File: config.mk
export PLATFORM = sky130hd
export DESIGN_NAME = acb_reg_bank
export DESIGN_NICKNAME = d
export VERILOG_FILES = /design/src/inc/acb_pkg.sv /design/src/rtl/acb_conv_timer.sv /design/src/rtl/acb_reg_bank.sv
export SDC_FILE = /design/constraint.sdc
export NUM_CORES = 1
export LEC_CHECK = 0
export BUFFER_PORTS_ARGS = -buffer_cell sky130_fd_sc_hd__buf_2
export CORE_ASPECT_RATIO = 0.75
export CORE_MARGIN = 2
export CORE_UTILIZATION = 37
export CTS_CLUSTER_SIZE = 12
export DETAILED_ROUTE_END_ITERATION = 10
export PLACE_DENSITY = 0.58
export SYNTH_ARGS = -nofsm -noshare
export SYNTH_HDL_FRONTEND = slang
export SYNTH_SLANG_ARGS = --single-unit
export TNS_END_PERCENT = 100
File: constraint.sdc
create_clock -name core_clk -period 2.67 [get_ports core_clk]
set_clock_uncertainty 0.2 [all_clocks]
set_input_delay 0.1335 -clock core_clk [delete_from_list [all_inputs] [get_ports core_clk]]
set_output_delay 0.1335 -clock core_clk [all_outputs]
set_load 0.05 [all_outputs]
File: src/inc/acb_pkg.sv
// constants shared by the converter register bank
package acb_pkg;
   // ***************************************************
   // register pointer values and reset values
   // ***************************************************
   localparam logic [7:0]  ACB_PTR_RESULT  = 8'h00;
   localparam logic [7:0]  ACB_PTR_CONFIG  = 8'h01;
   localparam logic [15:0] ACB_RESULT_RST  = 16'h0000;
   localparam logic [15:0] ACB_CONFIG_RST  = 16'h8583;
   localparam logic [7:0]  ACB_PTR_RST     = 8'h00;

   // ***************************************************
   // configuration field positions
   // ***************************************************
   localparam int ACB_OS_BIT    = 15;
   localparam int ACB_MUX_LSB   = 12;
   localparam int ACB_GAIN_LSB  = 9;
   localparam int ACB_MODE_BIT  = 8;
   localparam int ACB_RATE_LSB  = 5;
   localparam int ACB_RSVD_LSB  = 0;
   localparam int ACB_RES_LSB   = 4;

   // ***************************************************
   // field codes
   // ***************************************************
   localparam logic [2:0] ACB_MUX_FIXED  = 3'h0;
   localparam logic [2:0] ACB_GAIN_FIXED = 3'h2;
   localparam logic [2:0] ACB_GAIN_LAST  = 3'h5;
   localparam logic [6:0] ACB_GCALL_ADDR = 7'h00;
   localparam logic [7:0] ACB_GCALL_RST  = 8'h06;

   // ***************************************************
   // sample rates in samples per second, and core clock
   // ***************************************************
   localparam int ACB_SPS_0  = 128;
   localparam int ACB_SPS_1  = 250;
   localparam int ACB_SPS_2  = 490;
   localparam int ACB_SPS_3  = 920;
   localparam int ACB_SPS_4  = 1600;
   localparam int ACB_SPS_5  = 2400;
   localparam int ACB_SPS_6  = 3300;
   localparam int ACB_CLK_HZ = 40_000_000;
endpackage

File: src/rtl/acb_conv_timer.sv
// conversion timing and result capture
`timescale 1ns/100ps
module acb_conv_timer #(
   parameter int CLK_HZ = acb_pkg::ACB_CLK_HZ
) (
   input  wire logic        core_clk,   // core clock
   input  wire logic        rstn,       // async reset, active low
   input  wire logic        start,      // single-shot start pulse
   input  wire logic        continuous, // continuous mode level
   input  wire logic        abort,      // soft reset pulse
   input  wire logic [2:0]  rate,       // sample rate code
   input  wire logic [11:0] sample_in,  // modulator output word
   output logic             busy,       // conversion running
   output logic             done,       // one-cycle end pulse
   output logic [11:0]      result      // latest result
);
   import acb_pkg::*;

   logic [23:0] cnt_q;
   logic        busy_q;
   logic        done_q;
   logic [11:0] result_q;
   logic        last;

   // cycles of one conversion for a rate code
   function automatic logic [23:0] rate_cycles(input logic [2:0] c);
      logic [23:0] n;
      n = 24'(CLK_HZ / ACB_SPS_6);
      case (c)
         3'h0: n = 24'(CLK_HZ / ACB_SPS_0);
         3'h1: n = 24'(CLK_HZ / ACB_SPS_1);
         3'h2: n = 24'(CLK_HZ / ACB_SPS_2);
         3'h3: n = 24'(CLK_HZ / ACB_SPS_3);
         3'h4: n = 24'(CLK_HZ / ACB_SPS_4);
         3'h5: n = 24'(CLK_HZ / ACB_SPS_5);
         default: n = 24'(CLK_HZ / ACB_SPS_6);
      endcase
      return n;
   endfunction

   assign last = busy_q && (cnt_q <= 24'h000001);

   // run counter; continuous mode reloads at each end
   always_ff @(posedge core_clk or negedge rstn) begin
      if (!rstn) begin
         busy_q <= 1'b0;
         cnt_q  <= 24'h000000;
      end else if (abort) begin
         busy_q <= 1'b0;
         cnt_q  <= 24'h000000;
      end else if (!busy_q && (start || continuous)) begin
         busy_q <= 1'b1;
         cnt_q  <= rate_cycles(rate);
      end else if (last) begin
         busy_q <= continuous;
         cnt_q  <= rate_cycles(rate);
      end else if (busy_q) begin
         cnt_q  <= cnt_q - 24'h000001;
      end
   end

   // result stays zero until the first conversion ends
   always_ff @(posedge core_clk or negedge rstn) begin
      if (!rstn) begin
         result_q <= 12'h000;
         done_q   <= 1'b0;
      end else if (abort) begin
         result_q <= 12'h000;
         done_q   <= 1'b0;
      end else begin
         done_q <= last;
         if (last)
            result_q <= sample_in;
      end
   end

   assign busy   = busy_q;
   assign done   = done_q;
   assign result = result_q;
endmodule

File: src/rtl/acb_reg_bank.sv
// converter register bank behind a two-wire serial target port
`timescale 1ns/100ps
module acb_reg_bank #(
   parameter logic [6:0] DEV_ADDR = 7'h48,  // target address
   parameter bit         HAS_MUX  = 1'b1,   // input multiplexer fitted
   parameter bit         HAS_GAIN = 1'b1,   // gain stage fitted
   parameter int         CLK_HZ   = acb_pkg::ACB_CLK_HZ
) (
   input  wire logic        core_clk,        // core clock
   input  wire logic        rstn,            // async reset, active low
   input  wire logic        scl,             // serial clock pin
   input  wire logic        sda_in,          // serial data pin level
   output logic             sda_out,         // serial data drive value
   output logic             sda_oe,          // serial data drive enable
   input  wire logic [11:0] sample_in,       // modulator result word
   output logic [1:0]       analog_pos_sel,  // positive input number
   output logic [1:0]       analog_neg_sel,  // negative input number
   output logic             analog_neg_gnd,  // negative input is ground
   output logic [2:0]       gain_range_select, // span code
   output logic [2:0]       sample_rate_select, // rate code
   output logic             conv_busy        // conversion running
);
   import acb_pkg::*;

   typedef enum {ACB_IDLE, ACB_ADDR, ACB_WRITE, ACB_ACK_PEND, ACB_ACK,
                 ACB_READ, ACB_MACK, ACB_SKIP} acb_state_t;

   // ***************************************************
   // pin synchronisers and bus conditions
   // ***************************************************
   logic scl_s1, scl_s2, scl_d, sda_s1, sda_s2, sda_d;
   logic scl_rise, scl_fall, start_det, stop_det;

   always_ff @(posedge core_clk or negedge rstn) begin
      if (!rstn) begin
         {scl_s1, scl_s2, scl_d} <= 3'h7;
         {sda_s1, sda_s2, sda_d} <= 3'h7;
      end else begin
         scl_s1 <= scl;
         scl_s2 <= scl_s1;
         scl_d  <= scl_s2;
         sda_s1 <= sda_in;
         sda_s2 <= sda_s1;
         sda_d  <= sda_s2;
      end
   end

   assign scl_rise  = scl_s2 & ~scl_d;
   assign scl_fall  = ~scl_s2 & scl_d;
   assign start_det = scl_s2 & scl_d & sda_d & ~sda_s2;
   assign stop_det  = scl_s2 & scl_d & ~sda_d & sda_s2;

   // ***************************************************
   // serial engine
   // ***************************************************
   acb_state_t  state_q;
   logic [2:0]  bit_q;
   logic [7:0]  rx_q, tx_q;
   logic [7:0]  rx_byte;
   logic        rd_q, gcall_q, mack_q, lsb_q, ack_drv_q;
   logic [1:0]  idx_q;
   logic        byte_stb_q;
   logic [7:0]  byte_q;
   logic [1:0]  byte_idx_q;
   logic [15:0] rd_word;
   logic [7:0]  ptr_q;
   logic [15:0] cfg_rd, res_rd;

   assign rx_byte = {rx_q[6:0], sda_s2};

   always_ff @(posedge core_clk or negedge rstn) begin
      if (!rstn) begin
         state_q    <= ACB_IDLE;
         bit_q      <= 3'h0;
         rx_q       <= 8'h00;
         tx_q       <= 8'h00;
         rd_q       <= 1'b0;
         gcall_q    <= 1'b0;
         mack_q     <= 1'b0;
         lsb_q      <= 1'b0;
         ack_drv_q  <= 1'b0;
         idx_q      <= 2'h0;
         byte_stb_q <= 1'b0;
         byte_q     <= 8'h00;
         byte_idx_q <= 2'h0;
      end else begin
         byte_stb_q <= 1'b0;
         if (start_det) begin
            state_q   <= ACB_ADDR;
            bit_q     <= 3'h0;
            ack_drv_q <= 1'b0;
         end else if (stop_det) begin
            state_q   <= ACB_IDLE;
            ack_drv_q <= 1'b0;
         end else begin
            case (state_q)
               ACB_ADDR, ACB_WRITE: begin
                  if (scl_rise) begin
                     rx_q  <= rx_byte;
                     bit_q <= bit_q + 3'h1;
                     if (bit_q == 3'h7 && state_q == ACB_ADDR) begin
                        rd_q    <= sda_s2;
                        gcall_q <= (rx_q[6:0] == ACB_GCALL_ADDR);
                        idx_q   <= 2'h0;
                        lsb_q   <= 1'b0;
                        if (rx_q[6:0] == DEV_ADDR ||
                            (rx_q[6:0] == ACB_GCALL_ADDR && !sda_s2))
                           state_q <= ACB_ACK_PEND;
                        else
                           state_q <= ACB_SKIP;
                     end else if (bit_q == 3'h7) begin
                        byte_stb_q <= 1'b1;
                        byte_q     <= rx_byte;
                        byte_idx_q <= idx_q;
                        if (idx_q != 2'h3)
                           idx_q <= idx_q + 2'h1;
                        state_q <= ACB_ACK_PEND;
                     end
                  end
               end
               ACB_ACK_PEND: begin
                  if (scl_fall) begin
                     ack_drv_q <= 1'b1;
                     state_q   <= ACB_ACK;
                  end
               end
               ACB_ACK: begin
                  if (scl_fall) begin
                     ack_drv_q <= 1'b0;
                     bit_q     <= 3'h0;
                     if (rd_q) begin
                        tx_q    <= rd_word[15:8];
                        lsb_q   <= 1'b1;
                        state_q <= ACB_READ;
                     end else begin
                        state_q <= ACB_WRITE;
                     end
                  end
               end
               ACB_READ: begin
                  if (scl_fall) begin
                     if (bit_q == 3'h7) begin
                        state_q <= ACB_MACK;
                     end else begin
                        tx_q  <= {tx_q[6:0], 1'b0};
                        bit_q <= bit_q + 3'h1;
                     end
                  end
               end
               ACB_MACK: begin
                  if (scl_rise)
                     mack_q <= ~sda_s2;
                  if (scl_fall) begin
                     bit_q <= 3'h0;
                     if (mack_q) begin
                        tx_q    <= lsb_q ? rd_word[7:0] : rd_word[15:8];
                        lsb_q   <= ~lsb_q;
                        state_q <= ACB_READ;
                     end else begin
                        state_q <= ACB_SKIP;
                     end
                  end
               end
               ACB_SKIP: state_q <= ACB_SKIP;
               default:  state_q <= ACB_IDLE;
            endcase
         end
      end
   end

   // open-drain data; the clock line has no driver at all
   assign sda_out = 1'b0;
   assign sda_oe  = ack_drv_q | ((state_q == ACB_READ) & ~tx_q[7]);

   // ***************************************************
   // pointer and configuration registers
   // ***************************************************
   logic       os_wr_q;
   logic [2:0] mux_q, gain_q, rate_q;
   logic       mode_q;
   logic [4:0] rsvd_q;
   logic [7:0] msb_q;
   logic       soft_rst_q, start_q;
   logic       busy;
   logic [11:0] result;
   logic [15:0] cfg_wr;

   assign cfg_wr = {msb_q, byte_q};

   always_ff @(posedge core_clk or negedge rstn) begin
      if (!rstn) begin
         ptr_q      <= ACB_PTR_RST;
         msb_q      <= 8'h00;
         mux_q      <= ACB_CONFIG_RST[ACB_MUX_LSB +: 3];
         gain_q     <= ACB_CONFIG_RST[ACB_GAIN_LSB +: 3];
         mode_q     <= ACB_CONFIG_RST[ACB_MODE_BIT];
         rate_q     <= ACB_CONFIG_RST[ACB_RATE_LSB +: 3];
         rsvd_q     <= ACB_CONFIG_RST[ACB_RSVD_LSB +: 5];
         soft_rst_q <= 1'b0;
         start_q    <= 1'b0;
      end else begin
         soft_rst_q <= 1'b0;
         start_q    <= 1'b0;
         if (byte_stb_q && gcall_q) begin
            if (byte_idx_q == 2'h0 && byte_q == ACB_GCALL_RST)
               soft_rst_q <= 1'b1;
         end else if (byte_stb_q) begin
            case (byte_idx_q)
               2'h0: ptr_q <= byte_q;
               2'h1: msb_q <= byte_q;
               2'h2: begin
                  if (ptr_q == ACB_PTR_CONFIG) begin
                     mux_q  <= HAS_MUX ? cfg_wr[ACB_MUX_LSB +: 3]
                                       : ACB_MUX_FIXED;
                     gain_q <= HAS_GAIN ? cfg_wr[ACB_GAIN_LSB +: 3]
                                        : ACB_GAIN_FIXED;
                     mode_q <= cfg_wr[ACB_MODE_BIT];
                     rate_q <= cfg_wr[ACB_RATE_LSB +: 3];
                     rsvd_q <= cfg_wr[ACB_RSVD_LSB +: 5];
                     start_q <= cfg_wr[ACB_OS_BIT] &
                                cfg_wr[ACB_MODE_BIT] & ~busy;
                  end
               end
               default: ptr_q <= ptr_q;
            endcase
         end
         if (soft_rst_q) begin
            ptr_q  <= ACB_PTR_RST;
            mux_q  <= ACB_CONFIG_RST[ACB_MUX_LSB +: 3];
            gain_q <= ACB_CONFIG_RST[ACB_GAIN_LSB +: 3];
            mode_q <= ACB_CONFIG_RST[ACB_MODE_BIT];
            rate_q <= ACB_CONFIG_RST[ACB_RATE_LSB +: 3];
            rsvd_q <= ACB_CONFIG_RST[ACB_RSVD_LSB +: 5];
         end
      end
   end

   // conversion timing; mode bit low runs back to back
   acb_conv_timer #(
      .CLK_HZ     (CLK_HZ)
   ) u_conv (
      .core_clk   (core_clk),
      .rstn       (rstn),
      .start      (start_q),
      .continuous (~mode_q),
      .abort      (soft_rst_q),
      .rate       (rate_q),
      .sample_in  (sample_in),
      .busy       (busy),
      .done       (),
      .result     (result)
   );

   // ***************************************************
   // read data and decoded analog controls
   // ***************************************************
   always_comb begin
      cfg_rd = {1'b0, mux_q, gain_q, mode_q, rate_q, rsvd_q};
      cfg_rd[ACB_OS_BIT] = mode_q & ~busy;
      res_rd = {result, 4'h0};
      case (ptr_q)
         ACB_PTR_RESULT: rd_word = res_rd;
         ACB_PTR_CONFIG: rd_word = cfg_rd;
         default:        rd_word = 16'h0000;
      endcase
   end

   // input pair, span and rate presented to the analog side
   always_ff @(posedge core_clk or negedge rstn) begin
      if (!rstn) begin
         analog_pos_sel     <= 2'h0;
         analog_neg_sel     <= 2'h1;
         analog_neg_gnd     <= 1'b0;
         gain_range_select  <= ACB_GAIN_FIXED;
         sample_rate_select <= ACB_CONFIG_RST[ACB_RATE_LSB +: 3];
      end else begin
         analog_neg_gnd <= mux_q[2];
         case (mux_q)
            3'h0: {analog_pos_sel, analog_neg_sel} <= 4'h1;
            3'h1: {analog_pos_sel, analog_neg_sel} <= 4'h3;
            3'h2: {analog_pos_sel, analog_neg_sel} <= 4'h7;
            3'h3: {analog_pos_sel, analog_neg_sel} <= 4'hb;
            default: {analog_pos_sel, analog_neg_sel} <= {mux_q[1:0], 2'h0};
         endcase
         gain_range_select  <= (gain_q > ACB_GAIN_LAST) ? ACB_GAIN_LAST
                                                         : gain_q;
         sample_rate_select <= rate_q;
      end
   end

   assign conv_busy = busy;
endmodule

# Yosys cells after proc, flatten, opt, wreduce, memory -nomap -nowiden
# Index checks and enable logic that the tools add are counted.
# word_totals
reg_bits	155
latch_bits	0
ram_bits	0
romBits	0
inputBits	16
word_cells	254
n_memories	0
# classes
addsub	3
multipliers	0
div	0
magnitude_cmp	2
n_eq_ne	45
n_shift	0
mux	99
bitwise	24
n_reduce_logical	45
# ops
operator	count
2-to-1 mux 32 bit	10
case mux 32 bit (6 select lines)	1
equality test 32 x 3 -> 1 bit (second input constant)	4
case mux 19 bit (6 select lines)	1
equality test 32 x 2 -> 1 bit (second input constant)	3
2-to-1 mux 24 bit	4
2-to-1 mux 8 bit	11
2-to-1 mux 3 bit	24
equality test 32 x 1 -> 1 bit (second input constant)	1
equality test 32 x 4 -> 1 bit (second input constant)	1
case mux 16 bit (2 select lines)	1
2-to-1 mux 1 bit	30
2-to-1 mux 5 bit	5
less-or-equal comparator 24 x 1 -> 1 bit (second input constant)	1
2-to-1 mux 12 bit	2
inequality test 4 bit (second input constant)	6
case mux 8 bit (3 select lines)	1
subtractor 24 x 1 -> 24 bit (second input constant)	1
inequality test 2 bit (second input constant)	11
AND reduction 6 bit	3
AND reduction 9 bit	2
nonzero test 2 bit	7
equality test 3 x 2 -> 1 bit (second input constant)	4
NOT 1 bit	12
other kinds (36)	72

# Logic depth before layout (Yosys ltp)
# depth
word_depth	9
ltp_mapped	8
ltp_nobuf	7

# Cells and area by module
# From an unflattened synthesis, not the netlist that was laid out.
# hier_totals
cells_unflattened	627
hier_area_um2	6408.6
# modules_own_cells
module	n_inst	cells_per_inst	area_per_inst_um2	seq_area_each_um2
acb_reg_bank	1	366	4065.1	2244.7
acb_conv_timer	1	261	2343.5	950.9

# Worst setup path after synthesis
# No wires, ideal clock.
# synth_path
kind	reg2reg
startpoint	reg u_conv.busy_q (netlist: u_conv.busy)
endpoint	reg u_conv.cnt_q[18]
arrival_ps	2077
required_ps	2344
slack_ps	267
stages_incl_launch_ff	8
path_cell_list	dfrtp_1 > clkbuf_1 > or3b_2 > clkbuf_1 > nand2_1 > buf_2 > nor3_1 > a221o_1
# synth_between
elab_chain_cells	4
word_cells_on_any_way	7
cone_classes	3 x mux; 4 x reduce/logical
# synth_lines
item	line	source
start: declaration	acb_conv_timer.sv:20	logic busy_q;
start signal: assignment	acb_conv_timer.sv:55	busy_q <= continuous;
logical AND 1 bit / logical NOT 1 bit (equally long branches)	acb_conv_timer.sv:41, acb_conv_timer.sv:51	
2-to-1 mux 24 bit / logical AND 1 bit (equally long branches)	acb_conv_timer.sv:54, acb_conv_timer.sv:51	
2-to-1 mux 24 bit	acb_conv_timer.sv:51	end else if (!busy_q && (start || continuous)) begin
2-to-1 mux 24 bit	acb_conv_timer.sv:48	end else if (abort) begin
end signal: assignment	acb_conv_timer.sv:53	cnt_q <= rate_cycles(rate);
end signal: assignment	acb_conv_timer.sv:56	cnt_q <= rate_cycles(rate);
end signal: assignment	acb_conv_timer.sv:58	cnt_q <= cnt_q - 24'h000001;
end: declaration	acb_conv_timer.sv:19	logic [23:0] cnt_q;
# Parallel ways exist; a longest one is shown, timed or not.
# A chain may end at the register's enable or synchronous reset.

# Final worst setup path
# layout_path
startpoint	reg u_conv.cnt_q[7]
endpoint	reg u_conv.cnt_q[4]
# layout_between
elab_chain_cells	5
word_cells_on_any_way	6
cone_classes	1 x order compare; 3 x mux; 2 x reduce/logical
# layout_lines
item	line	source
less-or-equal comparator 24 x 1 -> 1 bit (*)	acb_conv_timer.sv:41	assign last = busy_q && (cnt_q <= 24'h000001);
logical AND 1 bit (*)	acb_conv_timer.sv:41	
2-to-1 mux 24 bit	acb_conv_timer.sv:54	end else if (last) begin
2-to-1 mux 24 bit	acb_conv_timer.sv:51	
2-to-1 mux 24 bit	acb_conv_timer.sv:48	
# Mark *: on every way between the ends. The rest lies on a longest branch, timed or not.

==> impl_metrics.sql <==
INSERT INTO impl_metrics (metric_group, metric, value, unit) VALUES
('outcome', 'status', 'finished, final reports clean', ''),
('clock_network', 'cts-root-buf', 'clkbuf_16', ''),
('clock_network', 'numCtsBuffers', '17', ''),
('critical_path', 'r2r_slack', '170', 'ps'),
('synthesis', 'yosysTopAreaCell', 'dfrtp_1', ''),
('critical_path', 'worstPathMaxFanout', '12', ''),
('power', 'power.leakage', '3.56', 'nW'),
('floorplanning', 'pin_count', '30', ''),
('critical_path', 'cells_along_the_critical_path', 'nor4_1 > and4b_1 > a31o_2 > o21ai_0 > a221o_1', ''),
('sta', 'post-route-period-util', '93.8', '%'),
('layout', 'num-nets-final', '687', ''),
('job', 'drv.max_cap_violation_count', '0', ''),
('sta', 'fmax', '399', 'MHz'),
('power', 'report.power.total', '5.25', 'mW'),
('clock_network', 'insertion_delay_to_the_later_sink_of_the_worst_skew_pair', '430', 'ps'),
('clock_network', 'clock_tree.buffer_depth', '2', ''),
('floorplanning', 'die_w', '155', 'um'),
('layout', 'filler_cell_count', '1581', ''),
('sta', 'slew_viol_final', '0', ''),
('min_path', 'hp-class', 'primary input to asynchronous set/reset pin', ''),
('placement', 'port-buffer-count', '28', ''),
('layout', 'n_antenna_cell', '0', ''),
('critical_path', 'slowest_delay', '480', 'ps'),
('critical_path', 'critical_path.reg2reg.startpoint', 'u_conv.cnt_q[7]$_DFFE_PN0P_', ''),
('drt', 'remaining_drc_errors', '0', ''),
('clock_network', 'cts_tree', 'done', ''),
('synthesis', 'synth.ff_latch_count', '126', ''),
('sta', 'final_hold_viol_count', '0', ''),
('synthesis', 'synth_common_cells', 'dfrtp_1 (112), nand2_1 (60), nor2_1 (53), a21oi_1 (33), mux2i_1 (32)', ''),
('drt', 'post_drt_via_cell_ratio', '5.61', ''),
('placement', 'placedCellCount', '847', ''),
('clock_network', 'cts_sinks', '126', ''),
('global_route', 'overflow', '0', ''),
('synthesis', 'syn-instance-count', '611', ''),
('global_route', 'grt_start_max_net_pins', '52', ''),
('critical_path', 'rr_worst_depth', '5', ''),
('critical_path', 'cell_type_of_the_slowest_stage_on_the_worst_timing_path', 'and4b_1', ''),
('synthesis', 'yosys.cell_types.count', '78', ''),
('synthesis', 'seq_area_frac_synth', '49.8', '%'),
('layout', 'final_util', '45.1', '%'),
('drt', 'dr_total_vias', '5011', ''),
('layout', 'area_delta_synth_final', '19.1', '%'),
('synthesis', 'area_fraction_of_the_dominant_cell_type_after_synthesis', '44.0', '%'),
('placement', 'gp_congestion', '0.895', ''),
('synthesis', 'ys_top_cells_by_area', 'dfrtp_1 (44%), dfstp_2 (5.8%), mux2_2 (5.3%)', ''),
('clock_network', 'cts.htree.levels', '4', ''),
('synthesis', 'synth_warnings', '0', ''),
('sta', 'worstMarginPinSlew', '823', 'ps'),
('floorplanning', 'num_rows', '41', ''),
('sta', 'unrepaired_setup_endpoints_after_global_routing', 'no', ''),
('critical_path', 'class_of_the_most_critical_setup_path', 'register to register', ''),
('global_route', 'first_global_vias', '4675', ''),
('drt', 'drt_first_iter_violations', '618', ''),
('sta', 'setup_viol', '0', ''),
('synthesis', 'syn-num-nets', '632', ''),
('layout', 'drive_above_1_share', '22.1', '%'),
('critical_path', 'cp.arrival', '2610', 'ps'),
('global_route', 'grt_pass1_wl', '26.3', 'mm'),
('floorplanning', 'core', '16800', 'um2'),
('floorplanning', 'fp.dieArea', '18300', 'um2'),
('power', 'powerDensity', '692', 'nW/um2'),
('power', 'worst_ir_drop_vdd', '392', 'uV'),
('critical_path', 'cp-end-kind', 'register', ''),
('synthesis', 'synthMostInstantiatedCell', 'dfrtp_1', ''),
('synthesis', 'syn_area_per_cell', '10.4', 'um2'),
('floorplanning', 'die_height', '118', 'um'),
('drt', 'detail_route.wl_per_cell', '17.9', 'um'),
('clock_network', 'cts.reportedPaths.clkPinSlew', '60', 'ps'),
('global_route', 'global_route.usage.total', '18.6', '%'),
('critical_path', 'cp_data_required_time', '2770', 'ps'),
('synthesis', 'synth_edf_count', '0', '');
[state kept, by name (all words and copies together), names as in the netlist, 5 cells and up]
signal	count
ptr_q	8
byte_q	8
u_conv.cnt_q	24
msb_q	8
u_conv.result	12
rx_q	7
tx_q	8
rsvd_q	5
[area by class of cell]
class / instances / area [um2] / share of cell area (%)
repair buffers: 69 / 513 / 6.77
clock buffers: 22 / 494 / 6.52
clock inverters: 10 / 110 / 1.45
inverters: 17 / 63.8 / 0.842
flip-flops and latches: 126 / 3170 / 41.8
multi-input cells: 435 / 2960 / 39.0
well taps: 215 / 269 / 3.55
[layer usage]
| layer | share of wire, % | wire, um | up-vias | track usage [%] |
|---|---|---|---|---|
| met5 | 0 | 0 | - | 0 |
| met1 | 51 | 8180 | 2476 | 29.7 |
| li1 | - | - | 2345 | - |
| met3 | 6.8 | 1080 | 11 | 5.30 |
| met4 | 0.78 | 125 | 0 | 4.13 |
| met2 | 41 | 6590 | 179 | 24.5 |
[worst max-delay path by stage]
stage                           startpoint                            to  slack, ps  cells past startpoint
2_1_floorplan      u_conv.busy$_DFFE_PN0P_  u_conv.cnt_q[18]$_DFFE_PN0P_        270                      7
3_3_place_gp   u_conv.cnt_q[7]$_DFFE_PN0P_   u_conv.cnt_q[3]$_DFFE_PN0P_        200                      6
3_5_place_dp   u_conv.cnt_q[7]$_DFFE_PN0P_   u_conv.cnt_q[4]$_DFFE_PN0P_        230                      5
4_1_cts        u_conv.cnt_q[7]$_DFFE_PN0P_   u_conv.cnt_q[4]$_DFFE_PN0P_        220                      5
5_1_grt        u_conv.cnt_q[7]$_DFFE_PN0P_   u_conv.cnt_q[4]$_DFFE_PN0P_         30                      5
6_report       u_conv.cnt_q[7]$_DFFE_PN0P_   u_conv.cnt_q[4]$_DFFE_PN0P_        170                      5
[kinds of logic (layout without fill, tap and decap cells)]
logic type                 after synthesis  after routing  share of synthesized area [%]
AOI/OAI and AO/OA                      134            134                           15.0
muxes                                   62             62                           10.3
adders and majority gates                7              7                           1.30
xor gates and xnor gates                 4              4                          0.551
buffers and inverters                   50            118                           3.68
and+or+nand+nor                        227            227                           19.2
other                                    1              1                         0.0589
DFF                                    126            126                           49.8
[cells in the final DEF, fill, tap and decap left out, types with 17 or more instances in the layout]
cell       instances
nor2_1            53
buf_2             27
nor3_1            24
dfrtp_1          112
mux2_2            30
nand2_1           60
mux2i_1           32
a21oi_1           33
inv_1             17
buf_4             25
o21ai_0           22
clkbuf_16         17
[what timing repair did]
action | in CTS | in global routing
endpoints found under the hold margin | 63 | 0
hold buffers | 15 | 0
endpoints found under the setup margin | 0 | 0
buffers inserted | 0 | 0
[per-stage QoR]
stage | cell area, um2 | setup slack (ps) | hold WS, ps
after CTS | 7580 | 218 | 111
after global placement | 6830 | 196 | -1.53
after floorplan | 6360 | 267 | -362
after global routing | 7580 | 31.9 | 125
final | 7580 | 166 | 86.4
after detailed placement | 6830 | 233 | 20.1
[worst max-delay path: cells and delay by family, from the launching register on]
kind             cells  cell delay (ps)
AO/OA/AOI/OAI        3              880
AND/OR/NAND/NOR      2              880
flip-flops           1              420
[report_power, final]
group          internal [mW]  total (mW)  switching (mW)
combinational          0.309       0.667           0.358
sequential              2.08        2.25           0.171
clock                   1.49        2.33           0.839
(Power assumes the default switching activity.)
